[src/rpc_defs.vh]
// Register offsets, field positions, reset values and modes for the radio packet config block
`ifndef RPC_DEFS_VH
`define RPC_DEFS_VH

// ----------------------------------------------------------------
// Register indices (byte address = index * 4)
// ----------------------------------------------------------------
`define RPC_IDX_SYNC_HIGH 16'hdf00
`define RPC_IDX_SYNC_LOW 16'hdf01
`define RPC_IDX_PKT_LEN 16'hdf02
`define RPC_IDX_PKT_CTRL1 16'hdf03
`define RPC_IDX_PKT_CTRL0 16'hdf04
`define RPC_IDX_DEV_ADDR 16'hdf05
`define RPC_IDX_PIN_TWO 16'hdf2f
`define RPC_IDX_PIN_ONE 16'hdf30
`define RPC_IDX_PIN_ZERO 16'hdf31
`define RPC_IDX_PQ_STATUS 16'hdf3c

// ----------------------------------------------------------------
// Reset values
// ----------------------------------------------------------------
`define RPC_RST_SYNC_HIGH 8'hd3
`define RPC_RST_SYNC_LOW 8'h91
`define RPC_RST_PKT_LEN 8'hff
`define RPC_RST_PKT_CTRL1 8'h04
`define RPC_RST_PKT_CTRL0 8'h01
`define RPC_RST_DEV_ADDR 8'h00
`define RPC_RST_PIN_CFG 8'h00

// ----------------------------------------------------------------
// Writable bit masks and field positions
// ----------------------------------------------------------------
`define RPC_MASK_PIN_TWO 8'h7f
`define RPC_MASK_PIN_ONE 8'hff
`define RPC_MASK_PIN_ZERO 8'h7f
`define RPC_MASK_PKT_CTRL1 8'he7
`define RPC_MASK_PKT_CTRL0 8'h03
`define RPC_BIT_INVERT 6
`define RPC_BIT_DRIVE 7
`define RPC_SEL_HI 5
`define RPC_PQT_HI 7
`define RPC_PQT_LO 5
`define RPC_BIT_APPEND 2
`define RPC_ADR_HI 1
`define RPC_LEN_HI 1

// ----------------------------------------------------------------
// Modes and estimator constants
// ----------------------------------------------------------------
`define RPC_ADR_NONE 2'h0
`define RPC_ADR_NOBC 2'h1
`define RPC_ADR_BC0 2'h2
`define RPC_ADR_BC0FF 2'h3
`define RPC_LEN_FIXED 2'h0
`define RPC_LEN_VAR 2'h1
`define RPC_PQ_STEP_UP 8'h01
`define RPC_PQ_STEP_DOWN 8'h08
`define RPC_BCAST_ZERO 8'h00
`define RPC_BCAST_ALL 8'hff

`endif

[src/rpc_pq_estimator.v]
// Preamble quality counter that gates sync word detection
`timescale 1ns/10ps
`include "rpc_defs.vh"

module rpc_pq_estimator #(
    parameter CNT_W = 8
) (
    // Clock and reset
    input wire clk_i,
    input wire rst_n_i,
    // Received bit stream
    input wire bit_valid_i,
    input wire bit_i,
    input wire restart_i,
    // Threshold and result
    input wire [2:0] threshold_i,
    output reg [CNT_W-1:0] count_o,
    output wire reached_o
);

reg last_bit;
reg have_last;

// ----------------------------------------------------------------
// Counter update
// ----------------------------------------------------------------
// Saturates at both ends so a long run cannot wrap to a high count
always @(posedge clk_i)
begin
    if (!rst_n_i || restart_i)
    begin
        count_o <= {CNT_W{1'b0}};
        last_bit <= 1'b0;
        have_last <= 1'b0;
    end
    else if (bit_valid_i)
    begin
        last_bit <= bit_i;
        have_last <= 1'b1;
        if (have_last)
        begin
            if (bit_i != last_bit)
            begin
                if (count_o != {CNT_W{1'b1}})
                    count_o <= count_o + `RPC_PQ_STEP_UP;
            end
            else if (count_o >= `RPC_PQ_STEP_DOWN)
                count_o <= count_o - `RPC_PQ_STEP_DOWN;
            else
                count_o <= {CNT_W{1'b0}};
        end
    end
end

assign reached_o = (count_o >= {{(CNT_W-5){1'b0}}, threshold_i, 2'b00});

endmodule // rpc_pq_estimator

[src/rpc_config_regs.v]
// Radio packet handler configuration registers with debug pin muxing
`timescale 1ns/10ps
`include "rpc_defs.vh"

// What this block does
// - Bit 6 of each pin register inverts that debug pin's output.
// - Bits 5:0 select the internal signal per debug pin; reset zero.
// - Pin one register bit 7 selects minimum or maximum debug drive.
// - Sync word high byte resets 0xd3, low byte resets 0x91.
// - Length register is fixed length or variable maximum; resets 0xff.
// - Quality counter rises one on bit change, falls eight on repeat.
// - Sync accepted when counter reaches four times threshold; zero always.
// - Status_bytes_enable bit, reset one, adds two status bytes after payload.
// - Address filter mode: none, exact, add 0x00, add 0x00 and 0xff.
// - Received address compares against device address register, reset zero.
// - Variable mode takes length from first byte after sync word.
module rpc_config_regs #(
    parameter SIG_COUNT = 64,
    parameter PQ_W = 8
) (
    // Clock and reset
    input wire clk_i,
    input wire rst_n_i,
    // Avalon-MM slave
    input wire [17:0] avs_address_i,
    input wire avs_read_i,
    input wire avs_write_i,
    input wire [31:0] avs_writedata_i,
    input wire [3:0] avs_byteenable_i,
    output reg [31:0] avs_readdata_o,
    output wire avs_waitrequest_o,
    output reg [1:0] avs_response_o,
    // Internal radio signals for debug muxing
    input wire [SIG_COUNT-1:0] radio_signals_i,
    // Debug pins
    output reg debug_pin_two_o,
    output reg debug_pin_one_o,
    output reg debug_pin_zero_o,
    output wire debug_drive_strength_o,
    // Receive bit stream from demodulator
    input wire rx_bit_valid_i,
    input wire rx_bit_i,
    input wire rx_search_start_i,
    input wire sync_match_i,
    // Receive byte stream after sync
    input wire rx_byte_valid_i,
    input wire [7:0] rx_byte_i,
    // Packet handler results
    output reg sync_detected_o,
    output reg [7:0] packet_length_o,
    output reg length_valid_o,
    output reg address_ok_o,
    output reg address_valid_o,
    output wire status_bytes_enable_o,
    output wire [15:0] sync_word_o
);

// ----------------------------------------------------------------
// Registers
// ----------------------------------------------------------------
reg [7:0] sync_word_high;
reg [7:0] sync_word_low;
reg [7:0] packet_length_limit;
reg [7:0] packet_control_first;
reg [7:0] packet_control_zero;
reg [7:0] device_address;
reg [7:0] debug_pin_two_config;
reg [7:0] debug_pin_one_config;
reg [7:0] debug_pin_zero_config;
reg ack;
reg [1:0] byte_index;
reg in_packet;
wire [PQ_W-1:0] pq_count;
wire pq_reached;
wire access;
wire [15:0] index;
wire aligned_ok;
wire [7:0] wdata;
wire wr_en;
reg hit;
reg [7:0] next_rdata;
reg next_address_ok;
reg [7:0] next_packet_length;
wire addr_match;
wire bcast_zero;
wire bcast_all;
// Three debug pins, one config byte each
localparam PIN_COUNT = 3;
wire [8*PIN_COUNT-1:0] pin_cfg_all;

// ----------------------------------------------------------------
// Bus decode
// ----------------------------------------------------------------
// One wait cycle per access keeps read data registered
assign access = (avs_read_i || avs_write_i) && !ack;
assign avs_waitrequest_o = (avs_read_i || avs_write_i) && !ack;
assign index = avs_address_i[17:2];
assign aligned_ok = (avs_address_i[1:0] == 2'b00);
assign wdata = avs_writedata_i[7:0];
// Writes land only at the edge that ends the wait state,
// when the master is known to hold the same request
assign wr_en = ack && avs_write_i && aligned_ok && avs_byteenable_i[0];

// Address hit and read mux
always @*
begin
    hit = 1'b1;
    next_rdata = 8'h00;
    case (index)
        `RPC_IDX_SYNC_HIGH: next_rdata = sync_word_high;
        `RPC_IDX_SYNC_LOW: next_rdata = sync_word_low;
        `RPC_IDX_PKT_LEN: next_rdata = packet_length_limit;
        `RPC_IDX_PKT_CTRL1: next_rdata = packet_control_first;
        `RPC_IDX_PKT_CTRL0: next_rdata = packet_control_zero;
        `RPC_IDX_DEV_ADDR: next_rdata = device_address;
        `RPC_IDX_PIN_TWO: next_rdata = debug_pin_two_config;
        `RPC_IDX_PIN_ONE: next_rdata = debug_pin_one_config;
        `RPC_IDX_PIN_ZERO: next_rdata = debug_pin_zero_config;
        `RPC_IDX_PQ_STATUS: next_rdata = pq_count[7:0];
        default: hit = 1'b0;
    endcase
    if (!aligned_ok)
        hit = 1'b0;
end

// Answer, read data and slave error for unmapped words
always @(posedge clk_i)
begin
    if (!rst_n_i)
    begin
        ack <= 1'b0;
        avs_readdata_o <= 32'h0000_0000;
        avs_response_o <= 2'h0;
    end
    else
    begin
        ack <= access;
        if (access)
        begin
            avs_readdata_o <= {24'h00_0000, (hit && avs_read_i) ? next_rdata : 8'h00};
            // Response code stands with the read data until the next access
            avs_response_o <= hit ? 2'h0 : 2'h2;
        end
    end
end

// ----------------------------------------------------------------
// Register writes
// ----------------------------------------------------------------
always @(posedge clk_i)
begin
    if (!rst_n_i)
    begin
        sync_word_high <= `RPC_RST_SYNC_HIGH;
        sync_word_low <= `RPC_RST_SYNC_LOW;
        packet_length_limit <= `RPC_RST_PKT_LEN;
        packet_control_first <= `RPC_RST_PKT_CTRL1;
        packet_control_zero <= `RPC_RST_PKT_CTRL0;
        device_address <= `RPC_RST_DEV_ADDR;
        debug_pin_two_config <= `RPC_RST_PIN_CFG;
        debug_pin_one_config <= `RPC_RST_PIN_CFG;
        debug_pin_zero_config <= `RPC_RST_PIN_CFG;
    end
    else if (wr_en)
    begin
        case (index)
            `RPC_IDX_SYNC_HIGH: sync_word_high <= wdata;
            `RPC_IDX_SYNC_LOW: sync_word_low <= wdata;
            `RPC_IDX_PKT_LEN: packet_length_limit <= wdata;
            `RPC_IDX_PKT_CTRL1: packet_control_first <= wdata & `RPC_MASK_PKT_CTRL1;
            `RPC_IDX_PKT_CTRL0: packet_control_zero <= wdata & `RPC_MASK_PKT_CTRL0;
            `RPC_IDX_DEV_ADDR: device_address <= wdata;
            `RPC_IDX_PIN_TWO: debug_pin_two_config <= wdata & `RPC_MASK_PIN_TWO;
            `RPC_IDX_PIN_ONE: debug_pin_one_config <= wdata & `RPC_MASK_PIN_ONE;
            `RPC_IDX_PIN_ZERO: debug_pin_zero_config <= wdata & `RPC_MASK_PIN_ZERO;
            default: ;
        endcase
    end
end

// ----------------------------------------------------------------
// Debug pin muxing
// ----------------------------------------------------------------
// Pin configs side by side, pin zero in the low byte
assign pin_cfg_all = {debug_pin_two_config, debug_pin_one_config, debug_pin_zero_config};

// One selector, inverter and output flop per debug pin
genvar g;
generate
    for (g = 0; g < PIN_COUNT; g = g + 1)
    begin : g_pin
        wire [7:0] cfg;
        wire [5:0] sel;
        wire picked;
        reg q;
        assign cfg = pin_cfg_all[8*g +: 8];
        assign sel = cfg[`RPC_SEL_HI:0];
        // selector picks signal
        // Selectors beyond the signal count read back but pick a constant low, which the invert bit still flips
        assign picked = (sel < SIG_COUNT) ? radio_signals_i[sel] : 1'b0;
        // Registered so the pins never glitch during selector change
        always @(posedge clk_i)
        begin
            if (!rst_n_i)
                q <= 1'b0;
            else
                q <= picked ^ cfg[`RPC_BIT_INVERT];
        end
    end
endgenerate

// Output ports taken straight from the per-pin flops
always @*
begin
    debug_pin_zero_o = g_pin[0].q;
    debug_pin_one_o = g_pin[1].q;
    debug_pin_two_o = g_pin[2].q;
end

assign debug_drive_strength_o = debug_pin_one_config[`RPC_BIT_DRIVE];

assign status_bytes_enable_o = packet_control_first[`RPC_BIT_APPEND];
// Sync word handed over high byte first
assign sync_word_o = {sync_word_high, sync_word_low};

// ----------------------------------------------------------------
// Preamble quality gating
// ----------------------------------------------------------------
rpc_pq_estimator #(
    .CNT_W(PQ_W)
) u_pq (
    .clk_i(clk_i),
    .rst_n_i(rst_n_i),
    .bit_valid_i(rx_bit_valid_i),
    .bit_i(rx_bit_i),
    .restart_i(rx_search_start_i),
    .threshold_i(packet_control_first[`RPC_PQT_HI:`RPC_PQT_LO]),
    .count_o(pq_count),
    .reached_o(pq_reached)
);

// ----------------------------------------------------------------
// Address filter and length decisions
// ----------------------------------------------------------------
// Compares against the byte now offered by the demodulator
assign addr_match = (rx_byte_i == device_address);
assign bcast_zero = (rx_byte_i == `RPC_BCAST_ZERO);
assign bcast_all = (rx_byte_i == `RPC_BCAST_ALL);

// Broadcast matches only count in the modes that allow them
always @*
begin
    next_address_ok = 1'b0;
    case (packet_control_first[`RPC_ADR_HI:0])
        `RPC_ADR_NONE:
            next_address_ok = 1'b1;
        `RPC_ADR_NOBC:
            next_address_ok = addr_match;
        `RPC_ADR_BC0:
            next_address_ok = addr_match || bcast_zero;
        `RPC_ADR_BC0FF:
            next_address_ok = addr_match || bcast_zero || bcast_all;
        default:
            next_address_ok = 1'b0;
    endcase
end

// limit caps variable length
// Oversized length bytes are clamped, not dropped, so the
// receiver never overruns a buffer sized to the limit
always @*
begin
    next_packet_length = rx_byte_i;
    if (rx_byte_i > packet_length_limit)
        next_packet_length = packet_length_limit;
end

// ----------------------------------------------------------------
// Length and address handling after sync
// ----------------------------------------------------------------
// Byte 0 is length in variable mode; the next byte is the address
always @(posedge clk_i)
begin
    if (!rst_n_i || rx_search_start_i)
    begin
        sync_detected_o <= 1'b0;
        in_packet <= 1'b0;
        byte_index <= 2'h0;
        packet_length_o <= 8'h00;
        length_valid_o <= 1'b0;
        address_ok_o <= 1'b0;
        address_valid_o <= 1'b0;
    end
    else
    begin
        sync_detected_o <= 1'b0;
        if (!in_packet && sync_match_i && pq_reached)
        begin
            sync_detected_o <= 1'b1;
            in_packet <= 1'b1;
            byte_index <= 2'h0;
            length_valid_o <= 1'b0;
            address_valid_o <= 1'b0;
            if (packet_control_zero[`RPC_LEN_HI:0] == `RPC_LEN_FIXED)
            begin
                packet_length_o <= packet_length_limit;
                length_valid_o <= 1'b1;
                byte_index <= 2'h1;
            end
        end
        else if (in_packet && rx_byte_valid_i && byte_index != 2'h2)
        begin
            byte_index <= byte_index + 2'h1;
            if (byte_index == 2'h0)
            begin
                packet_length_o <= next_packet_length;
                length_valid_o <= 1'b1;
            end
            else
            begin
                address_valid_o <= 1'b1;
                address_ok_o <= next_address_ok;
            end
        end
    end
end

endmodule // rpc_config_regs

[config.mk]
export PLATFORM = sky130hd
export DESIGN_NAME = rpc_config_regs
export DESIGN_NICKNAME = d
export VERILOG_FILES = /design/src/rpc_pq_estimator.v /design/src/rpc_config_regs.v
export VERILOG_INCLUDE_DIRS = /design/src
export SDC_FILE = /design/constraint.sdc
export NUM_CORES = 1
export LEC_CHECK = 0
export ABC_AREA = 1
export BUFFER_PORTS_ARGS = -buffer_cell sky130_fd_sc_hd__buf_4
export CORE_UTILIZATION = 40
export CTS_CLUSTER_SIZE = 28
export DETAILED_ROUTE_END_ITERATION = 8
export PLACE_DENSITY = 0.61
export SLEW_MARGIN = 20
export SYNTH_ARGS = -nofsm -noshare
export SYNTH_HDL_FRONTEND = slang
export SYNTH_SLANG_ARGS = --single-unit
[constraint.sdc]
create_clock -name clk_i -period 2.6 [get_ports clk_i]
set_clock_uncertainty 0.1 [all_clocks]
set_input_delay 0.52 -clock clk_i [delete_from_list [all_inputs] [get_ports clk_i]]
set_output_delay 0.52 -clock clk_i [all_outputs]
set_load 0.005 [all_outputs]
-- Word level (Yosys, flattened, before mapping)
Cells that the tools add are included.
- register bits after elaboration: 101
- input bits: 135
- output and inout port bits: 68
- word-level logic and storage cells: 126
- add/sub/neg operators: 3
- order comparisons: 6
- equality and inequality tests: 20
- muxes and demuxes: 28
- bitwise logic cells: 5
- reduce and logical (&&, ||, !) cells: 39
- operator list (kind ; number):
    $eq A16 B16 Y1 const B ; 10
    $pmux W8 S10 ; 1
    $mux W8 ; 9
    $reduce_and A2 Y1 ; 11
    $lt A6 B7 Y1 const B ; 3
    $bmux W1 S6 ; 3
    $mux W1 ; 11
    $reduce_or A10 Y1 ; 1
    $logic_and A1 B1 Y1 ; 9
    $reduce_and A3 Y1 ; 3
    $add A8 B1 Y8 const B ; 1
    $eq A8 B8 Y1 ; 1
    $eq A8 B8 Y1 const B ; 1
    $ge A8 B4 Y1 const B ; 1
    $ge A8 B5 Y1 ; 1
    $gt A8 B8 Y1 ; 1
    $logic_not A2 Y1 ; 4
    $logic_not A8 Y1 ; 1
    $ne A8 B8 Y1 const B ; 1
    $sub A8 B4 Y8 const B ; 1
    $mux W2 ; 3
    $eq A2 B2 Y1 const B ; 2
    $logic_or A1 B1 Y1 ; 4
    $ne A2 B2 Y1 const B ; 2
    10 further kinds ; 16

-- Longest topological paths before layout
- depth in word-level cells: 6
- gate-level depth with buffers: 16
- mapped depth without buffers: 15

-- Cells and area by module
A second synthesis with hierarchy kept.
- cell total of the unflattened synthesis: 1258
- area, all modules: 7571.0 um^2
- by module, submodules not included (module ; instances ; cells an instance ; area an instance (um^2) ; seq. area each (um^2)):
    rpc_config_regs ; 1 ; 1119 ; 6700.2 ; 1801.7
    rpc_pq_estimator ; 1 ; 139 ; 870.8 ; 200.2

-- Worst setup path after synthesis
Ideal clock, no wire load.
- path kind: in2reg
- from: input rx_byte_i[3]
- to: register packet_length_o[4]
- library setup time: 109 ps
- arrival time: 1911 ps
- data required time: 2391 ps
- setup slack: 480 ps
- stages: 12
- buffers on the path: 1
- cell sequence: ha_1 a21oi_1 nand2_1 nor2_1 nor2_1 o22ai_1 nand2_1 buf_2 nand2_1 o211ai_1 nand2_1 inv_1
- cells in the longest elaborated chain, start to end: 5
- RTL lines (element ; line ; source):
    start: declaration ; rpc_config_regs.v:47 ; input wire [7:0] rx_byte_i,
    $gt A8 B8 Y1 ; rpc_config_regs.v:274 ; if (rx_byte_i > packet_length_limit)
    $mux W8 ; rpc_config_regs.v:274 ;
    $mux W8 ; rpc_config_regs.v:314 ; if (byte_index == 2'h0)
    $mux W8 ; rpc_config_regs.v:311 ; else if (in_packet && rx_byte_valid_i && byte_index != 2'h2)
    $mux W8 ; rpc_config_regs.v:297 ; if (!in_packet && sync_match_i && pq_reached)
    end signal: assignment ; rpc_config_regs.v:306 ; packet_length_o <= packet_length_limit;
    end signal: assignment ; rpc_config_regs.v:316 ; packet_length_o <= next_packet_length;
    end: declaration ; rpc_config_regs.v:50 ; output reg [7:0] packet_length_o,
No other way between the ends. The select of a mux whose other input is x is not followed.
A chain may end at the register's enable or synchronous reset.

-- Worst setup path in the final report
- from: register u_pq.count_o[2]
- to: register packet_length_o[4]
- cells in the longest elaborated chain, start to end: 4
- elaborated cells between the ends (all ways): 7
- classes of those cells: 1 x order compare; 1 x eq/ne; 1 x mux; 4 x reduce/logical
- RTL lines (element ; line ; source):
    start: declaration ; rpc_pq_estimator.v:17 ; output reg [CNT_W-1:0] count_o,
    start signal: assignment ; rpc_pq_estimator.v:32 ; count_o <= {CNT_W{1'b0}};
    start signal: assignment ; rpc_pq_estimator.v:45 ; count_o <= count_o + `RPC_PQ_STEP_UP;
    start signal: assignment ; rpc_pq_estimator.v:48 ; count_o <= count_o - `RPC_PQ_STEP_DOWN;
    $ge A8 B5 Y1 (*) ; rpc_pq_estimator.v:55 ; assign reached_o = (count_o >= {{(CNT_W-5){1'b0}}, threshold_i, 2'b00});
    $logic_and A1 B1 Y1 (*) ; rpc_config_regs.v:297 ;
    $ne A2 B1 Y1 (no line) or $reduce_bool A2 Y1 (tied branches) ; -- ;
    $reduce_and A3 Y1 (no line) ; -- ;
Every way passes the cells marked *; elsewhere a longest branch is shown, timed or not.

==> results.json <==
{
  "grt_pass1_vias": 7648,
  "drive_gt1_frac": 0.174,
  "rsz0062_at_grt": "false",
  "grt_overflow": 0,
  "synth_compound_area_frac": 0.141,
  "vias": 8553,
  "wl_per_cell_um": 16.4,
  "fin_crit_sh": 0.882,
  "hold_path_startpoint": "rx_bit_valid_i",
  "grt_pass1_wl_mm": 41.2,
  "die_w_um": 139,
  "crit_path_start_kind": "flip-flop",
  "design_power_total_mw": 3.38,
  "place_congestion": 0.898,
  "crit_path_start": "u_pq.count_o[2]$_SDFFE_PP0P_",
  "power_leakage_nw": 4.36,
  "synth_async_sr_flop_share": 0,
  "antennaDiodeCount": 0,
  "core-area_um2": 18100,
  "synth.area.mux_share": 0,
  "hpwl_mm": 19.6,
  "final_cell_mix": "360 x nand2_1, 209 x nand3_1, 185 x buf_4, 111 x inv_1, 104 x nor2_1",
  "worstSetupEndpointType": "flip-flop",
  "synth_top_area_frac": 0.267,
  "cp_max_fo": 13,
  "synth_top_family_by_area": "simple AND/OR/NAND/NOR gates",
  "finalHoldViolations": 0,
  "worst_pin_slew_ns": 0.747,
  "multi_input_area_um2": 4660,
  "synth_cell_types": 38,
  "fmax_ghz": 0.436,
  "placed_cells": 1589,
  "avgSynthCellArea_um2": 6.09,
  "tritoncts": "built",
  "firstDrtPassIters": 9,
  "final_common_cell": "nand2_1",
  "status": "finished, violations left",
  "cts-resized-gates": 0,
  "route.detailed.drc": 9,
  "grt_start_max_net_pins": 43,
  "final_net_count": 1523,
  "synth-seq-cells": 100,
  "fill_cells": 1989,
  "fin_setup_tns_ns": 0,
  "final_core_util": 0.500,
  "chipHeight_um": 139,
  "crit_type": "reg2reg",
  "seq_area_um2": 2000,
  "cts.path.max_buffers": 2,
  "relSlewSlack": 0.502,
  "ctsHoldBuffers": 0,
  "clock_latency_ns": 0.35,
  "ir_drop_v": 0.000398,
  "hp-class": "in2reg",
  "port_buffers": 150,
  "yosysTopAreaCell": "dfxtp_1",
  "cts_setup_buffers": 0,
  "netlist_instances": 1231,
  "clockRootBuffer": "clkbuf_16",
  "slew_violations": 0,
  "cts.htree.levels": 3,
  "dieArea_um2": 19300,
  "setup_viol": 0,
  "cp.required_ns": 2.75,
  "io_pins": 203,
  "wl_mm": 26.2,
  "clk_pin_slew_ns": 0.07,
  "yosys.area_share.simple": 0.429,
  "rows": 49,
  "numCtsBuffers": 9,
  "drv_cap": 0,
  "ys.flop_type": "dfxtp_1",
  "grt_use_total": 0.272,
  "synth-adder-area-share": 0.0284,
  "power_density_nw_per_um2": 372,
  "instances_no_fill": 1604,
  "min_period_ns": 2.29,
  "clock-sinks": 100,
  "postRouteAntennaNets": 0,
  "critPathArrivalTime_ns": 2.44,
  "yosysSeqAreaShare": 0.267,
  "drt_iter0_drc": 853,
  "vias_per_cell": 5.33,
  "initial_core_util": 0.413,
  "violations": "DRC",
  "area_delta_synth_final_pct": 21.1,
  "synth_edf_count": 0,
  "antenna_found_initial": 0,
  "ys.warnings.count": 0,
  "synthTopCellsByArea": "dfxtp_1 27%, nand2_1 18%, nand3_1 14%",
  "synth.cell_area_um2": 7500,
  "worstReg2RegStart": "u_pq.count_o[2]$_SDFFE_PP0P_",
  "synth-xor-area-share": 0.0105
}
==> flip-flops by register name, indices dropped and copies added, names as in the netlist, 2 cells and up <==
register and cells:
u_pq.count_o 8, avs_readdata_o 8, sync_word_low 8, device_address 8
packet_length_o 8, sync_word_high 8, packet_control_first 6, debug_pin_one_config 8
byte_index 2, packet_length_limit 8, debug_pin_two_config 7, packet_control_zero 2
debug_pin_zero_config 7
==> worst max-delay path, stage by stage, from the launching register on <==
cell      delay [ns]
dfxtp_1         0.40
inv_1           0.11
ha_1            0.28
nand2_1         0.06
nand2_1         0.05
a21oi_1         0.10
o21ai_0         0.09
nand2_1         0.16
inv_1           0.10
nand2_1         0.08
nand2_1         0.07
inv_1           0.31
o211ai_1        0.16
nand2_1         0.09
inv_1           0.03
==> synth_stat cells, types with 9 or more instances <==
cell type	count
a211oi_1	21
a21oi_1	50
buf_2	24
buf_4	31
clkbuf_1	20
clkinv_1	9
dfxtp_1	100
ha_1	17
inv_1	111
nand2_1	360
nand3_1	209
nor2_1	104
o211ai_1	23
o21ai_0	53
==> per-layer routing <==
layer  GRT usage  up-vias  wire length (um)
met4      0.0702        0               428
li1            -     4282                 -
met5           0        -                 0
met1       0.385     3937             12300
met3      0.0414       31              1890
met2       0.428      303             11600
==> where the power goes <==
| part | switching (mW) | internal, mW |
|---|---|---|
| clock network | 0.631 | 0.683 |
| registers | 0.00883 | 1.55 |
| logic | 0.296 | 0.217 |
==> area by class of cell <==
| type | count | share of cell area |
|---|---|---|
| clock buffers | 11 | 0.0267 |
| clock inverters | 4 | 0.00372 |
| inverters | 123 | 0.0508 |
| multi-input cells | 952 | 0.514 |
| flip-flops and latches | 100 | 0.220 |
| well taps | 229 | 0.0316 |
| repair buffers | 185 | 0.153 |
==> final timing paths <==
path / end / cells past startpoint / slack, ns
worst max-delay path: packet_length_o[4]$_SDFFE_PP0P_ / 14 / 0.31
worst min-delay path: u_pq.last_bit$_SDFFE_PP0P_ / 2 / 0.26
worst max register to register: packet_length_o[4]$_SDFFE_PP0P_ / 14 / 0.31
worst min register to register: avs_readdata_o[5]$_SDFFE_PN0P_ / 2 / 0.37
==> stage by stage <==
stage                     hold slack, ns  instance area [um2]  worst slack (ns)
after global routing               0.265                 9080           0.00601
after floorplan                    0.346                 7590             0.480
final                              0.262                 9080             0.308
after detailed placement           0.359                 8800             0.222
after global placement             0.357                 8800             0.267
after CTS                          0.257                 9080             0.320
==> cells by family after synthesis <==
| group | after synthesis |
|---|---|
| and+or+nand+nor | 728 |
| other | 1 |
| AOI/OAI and AO/OA | 173 |
| buffers and inverters | 203 |
| adders and majority gates | 17 |
| DFF | 100 |
| xor gates and xnor gates | 9 |
Power figures use the tool's default switching activity.
